### src/rtl/lcl_pkg.sv
// Constants and types for one programmable logic cluster of ten cells.
// Assumes every user of it writes lcl_pkg::name; nothing is imported.
package lcl_pkg;

   // -------------------------------------------------------------------
   // Cluster geometry
   // -------------------------------------------------------------------
   localparam int NCELL       = 10; // Cells in one cluster
   localparam int NDATA       = 4;  // Data inputs per cell
   localparam int LUT_W       = 16; // Truth table bits of a four-input LUT
   localparam int FIRST_CELL  = 0;  // Control cell, kept out of chains
   localparam int FB_CELL     = 1;  // Second cell, has register feedback
   localparam int HALF_CELLS  = 5;  // Cells 1..5 drive right, 6..10 left
   localparam int CHAIN_CELLS = 9;  // Chain cells per cluster (2..10)

   // -------------------------------------------------------------------
   // Field positions
   // -------------------------------------------------------------------
   localparam int SUM_LO   = 0; // Sum / count half of the table
   localparam int CARRY_LO = 8; // Carry half of the table
   localparam int CTL_CLK  = 0; // First cell data input used as clock
   localparam int CTL_ACLR = 1; // ... as asynchronous clear
   localparam int CTL_SCLR = 2; // ... as synchronous clear
   localparam int CTL_SLD  = 3; // ... as synchronous load

   // -------------------------------------------------------------------
   // Reset values and row defaults
   // -------------------------------------------------------------------
   localparam logic Q_RST      = 1'h0;
   localparam logic CAS_AND_ID = 1'h1; // Neutral value of an AND chain
   localparam int   ROW_LEN    = 22;   // Clusters in one row

   // -------------------------------------------------------------------
   // Selections
   // -------------------------------------------------------------------
   typedef enum logic [1:0] {
      MODE_NORMAL = 2'h0,
      MODE_ARITH  = 2'h1,
      MODE_COUNT  = 2'h2
   } lcl_mode_t;

   typedef enum logic [1:0] {
      FF_D  = 2'h0,
      FF_T  = 2'h1,
      FF_JK = 2'h2,
      FF_SR = 2'h3
   } lcl_ff_t;

   typedef enum logic [1:0] {
      SRC_GLOBAL = 2'h0,
      SRC_PIN    = 2'h1,
      SRC_LOGIC  = 2'h2
   } lcl_src_t;

endpackage

### src/rtl/lcl_cluster.sv
// One logic cluster: ten lookup-table cells with flip-flops, carry and
// cascade chains, cluster controls and two local output groups.
// Assumes all cfg_* inputs are static while running and that data, chain
// and control inputs are synchronous to mclk.
`timescale 1ns/1ns

// Functional notes
// Cluster holds ten cells, chains, controls
// Two local output groups, left and right
// First cell inputs make local controls
// Four-input LUT, any function
// Flip-flop D/T/JK/SR, selectable clock, clear
// Bypass flip-flop; output goes local and global
// Chains link cells 2 to 10 only
// Carry-in feeds LUT and next carry
// Long chains continue to same-parity cluster
// Chains never cross row middle
// Final carry leaves through the cluster
// Cascade joins by AND or De Morgan OR
// OR cascade never uses the register
// Long cascade skips clusters, not centre
// n cascaded cells give 4n inputs
// One mode per cell: normal/arith/counter
// Seven cell inputs steered by mode
// Cluster-wide clock, clears and load
// Second cell has register feedback mux
// Data inputs one/two give clock enable; code uses data input two only, none on second cell
// Normal: third LUT input is carry or third data
// Normal: LUT joins cascade-in to cascade-out
// Sync clear beats sync load
// All selections are static configuration
module lcl_cluster #(
   parameter int CLUSTER_IDX = 0,
   parameter int ROW_LEN     = lcl_pkg::ROW_LEN
) (
   input  wire logic                     mclk,
   input  wire logic                     rst,
   input  wire logic [lcl_pkg::NCELL-1:0][lcl_pkg::NDATA-1:0] cell_data,
   input  wire logic                     global_clk,
   input  wire logic                     pin_clk,
   input  wire logic                     global_clr,
   input  wire logic                     pin_clr,
   input  wire logic                     cluster_sclr,
   input  wire logic                     cluster_sload,
   input  wire logic                     carry_in,
   input  wire logic                     cascade_in,
   input  wire logic [lcl_pkg::NCELL-1:0][lcl_pkg::LUT_W-1:0] cfg_lut,
   input  wire logic [lcl_pkg::NCELL-1:0][1:0] cfg_mode,
   input  wire logic [lcl_pkg::NCELL-1:0][1:0] cfg_ff_type,
   input  wire logic [lcl_pkg::NCELL-1:0] cfg_bypass,
   input  wire logic [lcl_pkg::NCELL-1:0] cfg_lut_cin,
   input  wire logic [lcl_pkg::NCELL-1:0] cfg_cas_en,
   input  wire logic [lcl_pkg::NCELL-1:0] cfg_cas_or,
   input  wire logic [lcl_pkg::NCELL-1:0] cfg_ce_en,
   input  wire logic                     cfg_fb_carry,
   input  wire logic                     cfg_ctl_local,
   input  wire logic [1:0]               cfg_clk_src,
   input  wire logic [1:0]               cfg_clr_src,
   output logic      [lcl_pkg::NCELL-1:0] cell_out,
   output logic      [lcl_pkg::NCELL-1:0] cell_q,
   output logic      [lcl_pkg::HALF_CELLS-1:0] local_right_out,
   output logic      [lcl_pkg::HALF_CELLS-1:0] local_left_out,
   output logic      [lcl_pkg::NCELL-1:0] global_out,
   output logic                          carry_out,
   output logic                          cascade_out
);

   // -------------------------------------------------------------------
   // Chain entry at row ends and at the row middle
   // -------------------------------------------------------------------
   // Chains hop two clusters, so the first two clusters of each half
   // start fresh chains and never take the neighbour's carry or cascade.
   localparam int  MID = ROW_LEN / 2;
   // Middle breaks chains
   localparam logic CHAIN_FRESH = (CLUSTER_IDX < 2) ||
                                  (CLUSTER_IDX == MID) ||
                                  (CLUSTER_IDX == MID + 1);

   logic chain_cin;
   logic chain_cas;

   // Same-parity carry entry
   // Same-parity cascade entry
   always_comb begin
      chain_cin = CHAIN_FRESH ? 1'h0 : carry_in;
      chain_cas = CHAIN_FRESH ? lcl_pkg::CAS_AND_ID : cascade_in;
   end

   // -------------------------------------------------------------------
   // Cluster control signals
   // -------------------------------------------------------------------
   logic clk_sel;
   logic clr_sel;
   logic sclr;
   logic sload;
   logic clk_prev_reg;
   logic clk_prev_next;
   logic tick;

   // Cell one drives controls
   // Clock and clear sources
   // Cluster-wide controls
   always_comb begin
      case (lcl_pkg::lcl_src_t'(cfg_clk_src))
         lcl_pkg::SRC_GLOBAL: clk_sel = global_clk;
         lcl_pkg::SRC_PIN:    clk_sel = pin_clk;
         lcl_pkg::SRC_LOGIC:  clk_sel = cfg_ctl_local &
            cell_data[lcl_pkg::FIRST_CELL][lcl_pkg::CTL_CLK];
         default:             clk_sel = global_clk;
      endcase
      case (lcl_pkg::lcl_src_t'(cfg_clr_src))
         lcl_pkg::SRC_GLOBAL: clr_sel = global_clr;
         lcl_pkg::SRC_PIN:    clr_sel = pin_clr;
         lcl_pkg::SRC_LOGIC:  clr_sel = cfg_ctl_local &
            cell_data[lcl_pkg::FIRST_CELL][lcl_pkg::CTL_ACLR];
         default:             clr_sel = global_clr;
      endcase
      if (cfg_ctl_local) begin
         sclr  = cell_data[lcl_pkg::FIRST_CELL][lcl_pkg::CTL_SCLR];
         sload = cell_data[lcl_pkg::FIRST_CELL][lcl_pkg::CTL_SLD];
      end else begin
         sclr  = cluster_sclr;
         sload = cluster_sload;
      end
      clk_prev_next = clk_sel;
      // Cell clock is a rising edge of the source seen on mclk; the
      // source must therefore run no faster than half of mclk.
      tick = clk_sel & ~clk_prev_reg;
   end

   // Edge detector state for the selected cell clock; reset to high so
   // a source that is already high at release does not fake a tick
   always_ff @(posedge mclk) begin
      if (rst) begin
         clk_prev_reg <= 1'h1;
      end else begin
         clk_prev_reg <= clk_prev_next;
      end
   end

   // -------------------------------------------------------------------
   // Cells
   // -------------------------------------------------------------------
   logic [lcl_pkg::NCELL-1:0] cout;
   logic [lcl_pkg::NCELL-1:0] casout;
   logic [lcl_pkg::NCELL-1:0] q_reg;

   // Ten cells per cluster
   genvar gi;
   generate
      for (gi = 0; gi < lcl_pkg::NCELL; gi++) begin : g_cell
         logic [lcl_pkg::NDATA-1:0] d;
         logic                      cin;
         logic                      casin;
         logic [3:0]                idx4;
         logic [2:0]                idx3;
         logic                      lut_out;
         logic                      cas_res;
         logic                      ce;
         logic                      ff_in;
         logic                      q_next;

         // Seven inputs steered
         always_comb begin
            d = cell_data[gi];
            // First cell out of chains
            if (gi == lcl_pkg::FIRST_CELL) begin
               cin   = 1'h0;
               casin = lcl_pkg::CAS_AND_ID;
            end else if (gi == lcl_pkg::FB_CELL) begin
               // Second cell feedback mux
               cin   = cfg_fb_carry ? q_reg[gi] : chain_cin;
               casin = chain_cas;
            end else begin
               cin   = cout[gi-1];
               casin = casout[gi-1];
            end

            // Four-input table
            // Carry or third input
            idx4 = {d[3], (cfg_lut_cin[gi] ? cin : d[2]), d[1], d[0]};
            idx3 = {cin, d[1], d[0]};
            cout[gi] = 1'h0;
            // One mode per cell
            case (lcl_pkg::lcl_mode_t'(cfg_mode[gi]))
               lcl_pkg::MODE_NORMAL: begin
                  lut_out = cfg_lut[gi][idx4];
               end
               lcl_pkg::MODE_ARITH: begin
                  // Carry feeds LUT and chain
                  lut_out  = cfg_lut[gi][lcl_pkg::SUM_LO + int'(idx3)];
                  cout[gi] = cfg_lut[gi][lcl_pkg::CARRY_LO + int'(idx3)];
               end
               lcl_pkg::MODE_COUNT: begin
                  // Count uses own state, enable/up-down and carry-in
                  idx3     = {cin, d[0], q_reg[gi]};
                  lut_out  = cfg_lut[gi][lcl_pkg::SUM_LO + int'(idx3)];
                  cout[gi] = cfg_lut[gi][lcl_pkg::CARRY_LO + int'(idx3)];
               end
               default: begin
                  lut_out = cfg_lut[gi][idx4];
               end
            endcase

            // AND, or OR by inversion
            // Four more inputs per cell
            // Join LUT with cascade-in
            if (!cfg_cas_en[gi]) begin
               cas_res = lut_out;
            end else if (cfg_cas_or[gi]) begin
               cas_res = ~(~lut_out & ~casin);
            end else begin
               cas_res = lut_out & casin;
            end
            casout[gi] = cas_res;

            // Clock enable on input two
            ce = (gi != lcl_pkg::FB_CELL && cfg_ce_en[gi]) ? d[1] : 1'h1;
            ff_in = cas_res;

            // Flip-flop behaviour
            // Clear and load on all
            q_next = q_reg[gi];
            if (clr_sel) begin
               q_next = 1'h0;
            end else if (tick && ce) begin
               // Clear beats load
               if (sclr) begin
                  q_next = 1'h0;
               end else if (sload) begin
                  q_next = d[2];
               end else begin
                  case (lcl_pkg::lcl_ff_t'(cfg_ff_type[gi]))
                     lcl_pkg::FF_D:  q_next = ff_in;
                     lcl_pkg::FF_T:  q_next = q_reg[gi] ^ ff_in;
                     lcl_pkg::FF_JK: q_next = (ff_in & ~q_reg[gi]) |
                                              (~d[3] & q_reg[gi]);
                     lcl_pkg::FF_SR: q_next = ff_in | (~d[3] & q_reg[gi]);
                     default:        q_next = ff_in;
                  endcase
               end
            end

            // Bypass drives outputs
            // OR cascade stays combinational
            if (cfg_bypass[gi] || (cfg_cas_en[gi] && cfg_cas_or[gi])) begin
               cell_out[gi] = cas_res;
            end else begin
               cell_out[gi] = q_reg[gi];
            end
         end

         // Cell register
         always_ff @(posedge mclk) begin
            if (rst) begin
               q_reg[gi] <= lcl_pkg::Q_RST;
            end else begin
               q_reg[gi] <= q_next;
            end
         end
      end
   endgenerate

   // -------------------------------------------------------------------
   // Outputs
   // -------------------------------------------------------------------
   // Left and right local groups
   // Local and global copies
   // Final carry leaves cluster
   // Static selections steer all
   always_comb begin
      cell_q          = q_reg;
      local_right_out = cell_out[lcl_pkg::HALF_CELLS-1:0];
      local_left_out  = cell_out[lcl_pkg::NCELL-1:lcl_pkg::HALF_CELLS];
      global_out      = cell_out;
      carry_out       = cout[lcl_pkg::NCELL-1];
      cascade_out     = casout[lcl_pkg::NCELL-1];
   end

endmodule // lcl_cluster

### config.mk
export PLATFORM = sky130hd
export DESIGN_NAME = lcl_cluster
export DESIGN_NICKNAME = d
export VERILOG_FILES = /design/src/rtl/lcl_pkg.sv /design/src/rtl/lcl_cluster.sv
export SDC_FILE = /design/constraint.sdc
export NUM_CORES = 1
export LEC_CHECK = 0
export ABC_AREA = 0
export BUFFER_PORTS_ARGS = -buffer_cell sky130_fd_sc_hd__buf_2
export CAP_MARGIN = 20
export CORE_AREA = 2 2 134 136
export CTS_BUF_LIST = sky130_fd_sc_hd__clkbuf_4
export DETAILED_ROUTE_END_ITERATION = 16
export DIE_AREA = 0 0 136 138
export PLACE_DENSITY = 0.74
export SLEW_MARGIN = 10
export SYNTH_ARGS = -nofsm -noshare
export SYNTH_HDL_FRONTEND = slang
export SYNTH_SLANG_ARGS = --single-unit
### constraint.sdc
create_clock -name mclk -period 6.2 [get_ports mclk]
set_input_delay 0.31 -clock mclk [delete_from_list [all_inputs] [get_ports mclk]]
set_output_delay 0.31 -clock mclk [all_outputs]
set_load 0.005 [all_outputs]
==> results of run 1 <==
power by group through the flow:
stage,clock (mW),sequential [mW],combinational [mW]
2_1_floorplan,0,0.0749,0.398
4_1_cts,0.0737,0.0769,0.596
6_report,0.0663,0.0768,0.596
3_5_place_dp,0,0.0785,0.594
5_1_grt,0.0752,0.0774,0.660
3_3_place_gp,0,0.0785,0.581
area by class of cell:
cell class / count / area [um2]
fillers: 1773 / 10270
multi-input cells: 480 / 4727
repair buffers: 346 / 1737
well taps: 229 / 286.5
inverters: 69 / 259.0
flip-flops and latches: 11 / 221.5
clock buffers: 4 / 30.03
diodes: 3 / 7.507
per-stage QoR:
stage	hold slack, ns	worst slack [ns]	power [mW]
after floorplan	0.4115	1.204	0.4728
after global placement	0.5180	0.5641	0.6593
after detailed placement	0.5160	0.4421	0.6726
after CTS	0.1978	0.3311	0.7469
after global routing	0.2210	0.05028	0.8130
final	0.2231	0.4558	0.7395
per-layer routing:
layer,part of all wire,vias up,global-route usage
met5,0.0013,-,0
met4,0.018,4,0.05208
met3,0.080,30,0.04694
met2,0.51,299,0.3819
met1,0.39,2940,0.2537
li1,-,2967,-
cells by family (layout without fill, tap and decap cells):
kind of cell             after synthesis  in the layout  share of synthesized area
AND/OR/NAND/NOR                      166            166                     0.1462
AO/OA/AOI/OAI                        149            149                     0.2028
multiplexers                         131            131                     0.4341
buffers and inverters                115            419                    0.09911
adder cells (fa/ha/maj)               34             34                    0.07764
flip-flops                            11             11                    0.04019
other                                  0              3                          0
worst register-to-register path: cells and delay by family, from the launching register on:
kind	cells	cell delay [ns]
flops	1	0.55
mux	4	1.58
simple gates	5	1.12
fa+ha+maj	1	0.30
compound gates	8	2.10
what timing repair did:
item | CTS | global route
gates resized for setup | 0 | 3
endpoints found under the setup margin | 0 | 4
hold buffers | 0 | 0
cells in the final DEF (no fill, tap or decap), types with 4 or more instances in the layout:
| cell type | n |
|---|---|
| sky130_fd_sc_hd__ha_1 | 34 |
| sky130_fd_sc_hd__nand3_1 | 17 |
| sky130_fd_sc_hd__nand2b_1 | 10 |
| sky130_fd_sc_hd__mux4_2 | 80 |
| sky130_fd_sc_hd__a31oi_1 | 4 |
| sky130_fd_sc_hd__nor2b_1 | 15 |
| sky130_fd_sc_hd__a221oi_1 | 6 |
| sky130_fd_sc_hd__nor3_1 | 5 |
| sky130_fd_sc_hd__inv_1 | 67 |
| sky130_fd_sc_hd__nand2_1 | 44 |
| sky130_fd_sc_hd__a22oi_1 | 15 |
| sky130_fd_sc_hd__mux2i_1 | 26 |
| sky130_fd_sc_hd__dfxtp_1 | 10 |
| sky130_fd_sc_hd__o211ai_1 | 5 |
| sky130_fd_sc_hd__buf_2 | 344 |
| sky130_fd_sc_hd__a211oi_1 | 10 |
| sky130_fd_sc_hd__a21oi_1 | 24 |
| sky130_fd_sc_hd__mux2_2 | 18 |
| sky130_fd_sc_hd__nand4_1 | 4 |
| sky130_fd_sc_hd__clkbuf_4 | 4 |
| sky130_fd_sc_hd__a41oi_1 | 4 |
| sky130_fd_sc_hd__a22o_1 | 4 |
| sky130_fd_sc_hd__nor2_1 | 47 |
| sky130_fd_sc_hd__o21ai_0 | 30 |
| sky130_fd_sc_hd__and2_1 | 6 |
final timing paths:
| kind | from | end | slack, ns | cells after the start |
|---|---|---|---|---|
| setup / recovery | cell_q[2] | local_left_out[4] | 0.46 | 17 |
| hold / removal | rst | clk_prev_reg | 0.22 | 2 |
| setup reg to reg | cell_q[2] | cell_q[9] | 0.54 | 18 |
| hold reg to reg | cell_q[3] | cell_q[3] | 0.61 | 2 |
==> results.txt, run 1 <==
- Result of the run: finished clean
* Final hold vios: 0
- Synthesized netlist net count: 946
- Together, buffers and inverters on the worst path number 1.
- Data arrives at the worst endpoint at 5.43 ns.
- Clock power share: 0.090
- Slew at the pin closest to its max-slew limit: 0.8251 ns
- CTS saw 11 sinks.
* Global-route wire length before repair: 31,110 um
* Slowest Stage Delay on Critical Path: 0.56 ns
- Design Area, Final: 7268 um2
- The synthesized netlist contains 73 unique library cells.
* Total routing usage reported by global routing: 0.2122
- Cell area after synthesis: 5479 um2
- For this run, the detailed router's first-pass iteration total came to 5.
* Max Cap Violations: 0
* Max transition margin: 0.4342
* Average wire per cell in the routed design: 18.29 um
- A synthesized cell averages 9.041 um2.
- Total overflow reported by the global router: 0
* Number of buffers between clock root and the deepest sink: 2
* Most area-consuming cells after synthesis: sky130_fd_sc_hd__mux4_2 (33%), sky130_fd_sc_hd__ha_1 (7.8%), sky130_fd_sc_hd__mux2i_1 (4.9%)
- Share of power burned in combinational logic: 0.806
- The share of the Yosys chip area taken by registers is 0.04019.
- Inst Count DP: 1,135
- Final RePlAce weighted congestion: 0.8630
- Via count: 6,240
- Setup Skew: 0.01943 ns
* Final Net Count: 1,251
- Post-detailed-placement cell area: 7222 um2
* Switching power total: 334.0 uW
* DRC violations left: 0
- Setup violations remaining at the end of the flow were counted as 0.
* Post-synthesis cell count: 606
- Counting flops and latches in the post-synthesis netlist gives 11.
- Compared with the post-synthesis result, the final layout area differs by 32.66%.
- Dividing total power by cell area gives a power density of 101.7 nW/um2.
- Slowest cell on the critical path: sky130_fd_sc_hd__mux4_2
* Most frequently used cell type in the post-synthesis netlist: sky130_fd_sc_hd__mux4_2
- The later pin in the worst-skew pair is clocked with a latency of 0.30 ns.
* Via count of the first global-routing pass: 6,157
- The tree is rooted in a sky130_fd_sc_hd__clkbuf_4.
- The number of max-slew violations in the final report was 0.
- In this run the count of I/O pins placed on the die edge is 348.
* Final Non-Filler Cells: 1,142
- Of the total power, registers draw 0.104.
- The core region is 17,530 um2.
- Num CTS Buffers: 3
* Count of flip-flops with a built-in enable after synthesis: 0
* Die width: 136 um
- Time the worst path needs with I/O delays and setup: 5.744 ns
- Of all nets on the critical path, the largest fanout is 7.
* Clock tree from TritonCTS: built
- Total negative setup slack: 0 ns
* Internal power of the cells: 405.5 uW
- Maximum VDD drop: 0.05514 mV
- Maximum clock rate: 174.1 MHz
- The critical path is of the reg -> out type.
- CP endpoint kind: primary output
- Fraction of final layout cells sized beyond drive strength 1: 0.5187
- Synth top area share: 0.3288
- Clock slew at the register clock pins of the worst setup and hold paths: 0.09 ns
* Leading area contributor after synthesis: sky130_fd_sc_hd__mux4_2
- Number of H-tree branching levels: 1
- Antenna violations before repair: 5
* FFs w/ async S/R, synth: 0
- Required time at the worst-slack endpoint: 5.89 ns
* Ys flop type: sky130_fd_sc_hd__dfxtp_1
- Family with the most delay on the worst path: multiplexers
- Setup repair after global routing left no endpoint under its margin.
* Floorplan die area: 18,770 um2
- Count of input and output buffers: 344
* Commonest cells in the synthesized netlist: sky130_fd_sc_hd__mux4_2 (80), sky130_fd_sc_hd__inv_1 (67), sky130_fd_sc_hd__nor2_1 (47)
- In this run the post-CTS setup repair buffer count came out at 0.
* Fraction of the core area covered by cells at the end of the flow: 0.4145
* 1st-iter DRT viols: 286
- Entering global routing, the biggest net connects 15 pins.
- Final wirelength: 20,880 um
- The floorplan step set the die height to 138 um.
- Final worst path period share: 0.9265
* Site Rows: 49
* Launching element type of the critical path: flop
* Fraction of power spent switching nets: 0.4516
- Summed over all cells, the static leakage comes to 3.444 nW.
- The register with the most flip-flops in the layout has 10 of them.
* Worst hold path type: in -> reg
- The critical path goes through mux4_2, a22o_1, nor2b_1, o211ai_2, nand2_2, mux2i_2, mux4_2, mux2i_1, a21oi_1, nor3_2, o211ai_2, and2_1, a311o_1, a31oi_1, nand3_1, mux2_2, buf_2.
- After detailed routing, the number of vias per cell comes to 5.464.
* Count of synthesis-stage warnings from yosys: 0
- The HPWL after detailed placement is 18,420 um.
- The detail route stage leaves a number of antenna-violating nets equal to 0.
- Initial core utilization: 0.3125
Note: power is estimated with default switching activity, not from simulation.
==> run 2: changes to the inputs <==
--- a/config.mk
+++ b/config.mk
@@ -8,11 +8,11 @@
 export ABC_AREA = 0
 export BUFFER_PORTS_ARGS = -buffer_cell sky130_fd_sc_hd__buf_2
 export CAP_MARGIN = 20
-export CORE_AREA = 2 2 134 136
+export CORE_AREA = 3 3 132 134
 export CTS_BUF_LIST = sky130_fd_sc_hd__clkbuf_4
 export DETAILED_ROUTE_END_ITERATION = 16
-export DIE_AREA = 0 0 136 138
-export PLACE_DENSITY = 0.74
+export DIE_AREA = 0 0 135 137
+export PLACE_DENSITY = 0.76
 export SLEW_MARGIN = 10
 export SYNTH_ARGS = -nofsm -noshare
 export SYNTH_HDL_FRONTEND = slang
==> run 2 against run 1 <==
Effect of this change:
- clock power shrank 6.5%
- final area down 0.15%
- utilization is 2.8 points higher
- via count is 0.34% lower
- sequential share of layout area is essentially flat
- flip-flop and latch count unchanged
- fmax fell by 0.98%
- sequential power shrank 0.8%
- worst setup slack worse by 0.057 ns
- critical path type is now reg -> reg
- power fell by 0.16%
- highest routed layer unchanged
==> results.txt, run 2 (synthesized netlist as in run 1, its figures left out) <==
* Required time at the worst-slack endpoint: 6.43 ns (+0.54 ns)
* Final hold vios: 0 (unchanged)
* CP endpoint kind: flop
* Launching element type of the critical path: flop
- Compared with the post-synthesis result, the final layout area differs by 32.45%.
- R2r worst-path depth: 18 (unchanged)
- The critical path ends at cell_q[9].
- The wire length of the first global-routing pass came to 30,890 um (-0.69%).
- The setup slack of the critical path after layout was 0.3988 ns (-0.05701 ns).
* Maximum clock rate: 172.4 MHz (-0.98%)
- The power per unit of standard cell area was 101.7 nW/um2 (about the same).
- The HPWL after detailed placement is 18,400 um (-0.12%).
* Clock tree from TritonCTS: built
- Count of pins over their slew limit: 0 (unchanged)
- The CTS sink count is 11 (unchanged).
* Root Buffer Master: sky130_fd_sc_hd__clkbuf_4
- The total of max-cap violations came to 0 (unchanged).
* Total negative setup slack: 0 ns (unchanged)
* Final Non-Filler Cells: 1,133 (-0.79%)
- The count of standard-cell rows is 47 (-4.1%).
- The clock transition at the register clock pins on the worst setup and hold paths after CTS is 0.10 ns (about the same).
* Max transition margin: 0.3026 (-0.1316)
- Result of the run: finished clean
- DRC violations left: 0 (unchanged)
- Worst-Skew Late Latency: 0.28 ns (-0.02 ns)
* Final RePlAce weighted congestion: 0.8870 (+2.8%)
- The worst-path maximum fanout came to 8 (+1).
- 1st-iter DRT viols: 284 (-0.70%)
- The total global-route track usage came to 0.2107 (-0.001427).
* Setup Skew: 0.004511 ns (-0.01492 ns)
- The number of detailed-route iterations in the first pass is 5 (unchanged).
- Num CTS Buffers: 3 (unchanged)
* I/O pins: 348 (unchanged)
- The setup violation total in the final timing report came to 0 (unchanged).
* Number of flip-flops under the largest register name: 10 (unchanged)
* Maximum number of pins on one net before global-route repair: 15 (unchanged)
- The number of nets in the layout was 1,252 (+0.080%).
- The die footprint came to 18,500 um2 (-1.5%).
- Via count: 6,219 (-0.34%)
- Average wire per cell in the routed design: 18.29 um (about the same)
* Slew at the pin closest to its max-slew limit: 1.026 ns (+0.2007 ns)
* Maximum VDD drop: 0.04508 mV (-18%)
- The starting density of the core is 0.3339 (+0.02147).
- Leaving out fill and tap cells, the most frequent cells in the layout are sky130_fd_sc_hd__buf_2 (344), sky130_fd_sc_hd__mux4_2 (80), sky130_fd_sc_hd__inv_1 (67), sky130_fd_sc_hd__nor2_1 (47), sky130_fd_sc_hd__nand2_1 (44).
- Number of gates resized after cts: 0 (unchanged)
- The horizontal extent of the die came to 135 um (-0.74%).
* Setup repair after global routing missed its margin: false
* Setup Crit Path Kind: reg -> reg
* Static power due to leakage: 3.449 nW (+0.14%)
- The number of antenna violations at the first check in global routing came to 3 (-2).
- The hold-fix buffer count after cts is 0 (unchanged).
- The fraction of the cycle the final worst path needs is 0.9357 (+0.009195).
- The clock period minus final worst setup slack is 5.801 ns (+0.05701 ns).
- The startpoint identified for the worst register-to-register timing path is cell_q[3].
- Arrival time reported for the critical path endpoint: 6.03 ns (+0.60 ns)
* Worst reg2reg path endpoint: cell_q[9]
* Most common cell after layout, fill and taps aside: sky130_fd_sc_hd__buf_2
- The post-placement setup slack came to 0.5145 ns (+0.07248 ns).
- Buffers inserted by post-CTS timing repair: 0 (unchanged)
- The flop-to-flop setup slack is 0.40 ns (-0.14 ns).
- Total overflow reported by the global router: 0 (unchanged)
- The placed instance count was 1,126 (-0.79%).
- Number of H-tree branching levels: 1 (unchanged)
* Post-detailed-route count of antenna-violating nets: 0 (unchanged)
- In this run the worst setup path begins at cell_q[3].
- Number of buffers between clock root and the deepest sink: 2 (unchanged)
* Count of input and output buffers: 344 (unchanged)
* Core region area: 16,410 um2 (-6.4%)
- Fraction of final layout cells sized beyond drive strength 1: 0.5170 (-0.001667)
* Worst hold path type: in -> reg
* Per-cell via count in the routed design: 5.489 (+0.46%)
* Final wirelength: 20,720 um (-0.77%)
- Overall power: 738.3 uW (-0.16%)
* Die Y: 137 um (-0.72%)
- Via count of the first global-routing pass: 6,384 (+3.7%)
## run 2: cell count changes in the layout (fill, tap and decap cells not counted)
cell                        before  now
sky130_fd_sc_hd__a311oi_1        2    3
sky130_fd_sc_hd__diode_2         3    2
sky130_fd_sc_hd__buf_6           0    1
sky130_fd_sc_hd__a311oi_2        1    0
sky130_fd_sc_hd__a2111oi_1       1    0
sky130_fd_sc_hd__dfxtp_1        10   11
sky130_fd_sc_hd__dfxtp_2         1    0
sky130_fd_sc_hd__a2111oi_0       1    2
## run 2: power by group
| part | leakage [nW] | internal [mW] | switching [mW] | total, mW |
|---|---|---|---|---|
| clock | 0.0184 | 0.0293 | 0.0327 | 0.0620 |
| combinational | 3.34 | 0.305 | 0.295 | 0.600 |
| sequential | 0.0891 | 0.0723 | 0.00394 | 0.0762 |
## run 2: worst max-delay path, cell delays in order (launching register included)
cell	delay (ns)
sky130_fd_sc_hd__dfxtp_1	0.56
sky130_fd_sc_hd__mux4_2	0.55
sky130_fd_sc_hd__a22oi_1	0.28
sky130_fd_sc_hd__nor2_1	0.08
sky130_fd_sc_hd__o211ai_2	0.28
sky130_fd_sc_hd__nand2_2	0.17
sky130_fd_sc_hd__mux2i_2	0.34
sky130_fd_sc_hd__mux2_2	0.37
sky130_fd_sc_hd__a221oi_1	0.32
sky130_fd_sc_hd__a21oi_1	0.14
sky130_fd_sc_hd__nor3_2	0.39
sky130_fd_sc_hd__o211ai_2	0.15
sky130_fd_sc_hd__and2_1	0.26
sky130_fd_sc_hd__a311o_1	0.43
sky130_fd_sc_hd__a31oi_1	0.24
sky130_fd_sc_hd__nand3_1	0.17
sky130_fd_sc_hd__ha_1	0.30
sky130_fd_sc_hd__a2111oi_0	0.51
sky130_fd_sc_hd__o311a_1	0.21
## run 2: final cells by class
class / count / area, um2
Tap cell: 220 / 275.3
Clock buffer: 4 / 30.03
Timing Repair Buffer: 347 / 1748
Inverter: 69 / 259.0
Multi-Input combinational cell: 480 / 4720
Sequential cell: 11 / 220.2
Antenna cell: 2 / 5.005
Fill cell: 1632 / 9150
## run 2: per-stage QoR
step,util,instance area (um2),hold WS (ns)
2_1_floorplan,-,5479,0.4115
3_3_place_gp,0.4395,7211,0.5199
3_5_place_dp,0.4395,7211,0.5198
4_1_cts,0.4413,7241,0.2092
5_1_grt,0.4423,7257,0.2248
6_report,0.4423,7257,0.2356
## run 2: worst min path at each step
| stage | startpoint | endpoint | slack [ns] | cells past startpoint |
|---|---|---|---|---|
| 6_report | rst | clk_prev_reg | 0.24 | 2 |
| 5_1_grt | rst | clk_prev_reg | 0.22 | 2 |
| 4_1_cts | rst | clk_prev_reg | 0.21 | 2 |
| 3_5_place_dp | rst | clk_prev_reg | 0.52 | 2 |
| 3_3_place_gp | rst | clk_prev_reg | 0.52 | 2 |
| 2_1_floorplan | rst | clk_prev_reg | 0.41 | 1 |
## run 2: metal layers
metal  share of wire  global-route usage
met5         0.00063                   0
met4           0.034             0.07111
met3           0.079             0.04412
met2            0.52              0.4005
met1            0.37              0.2326
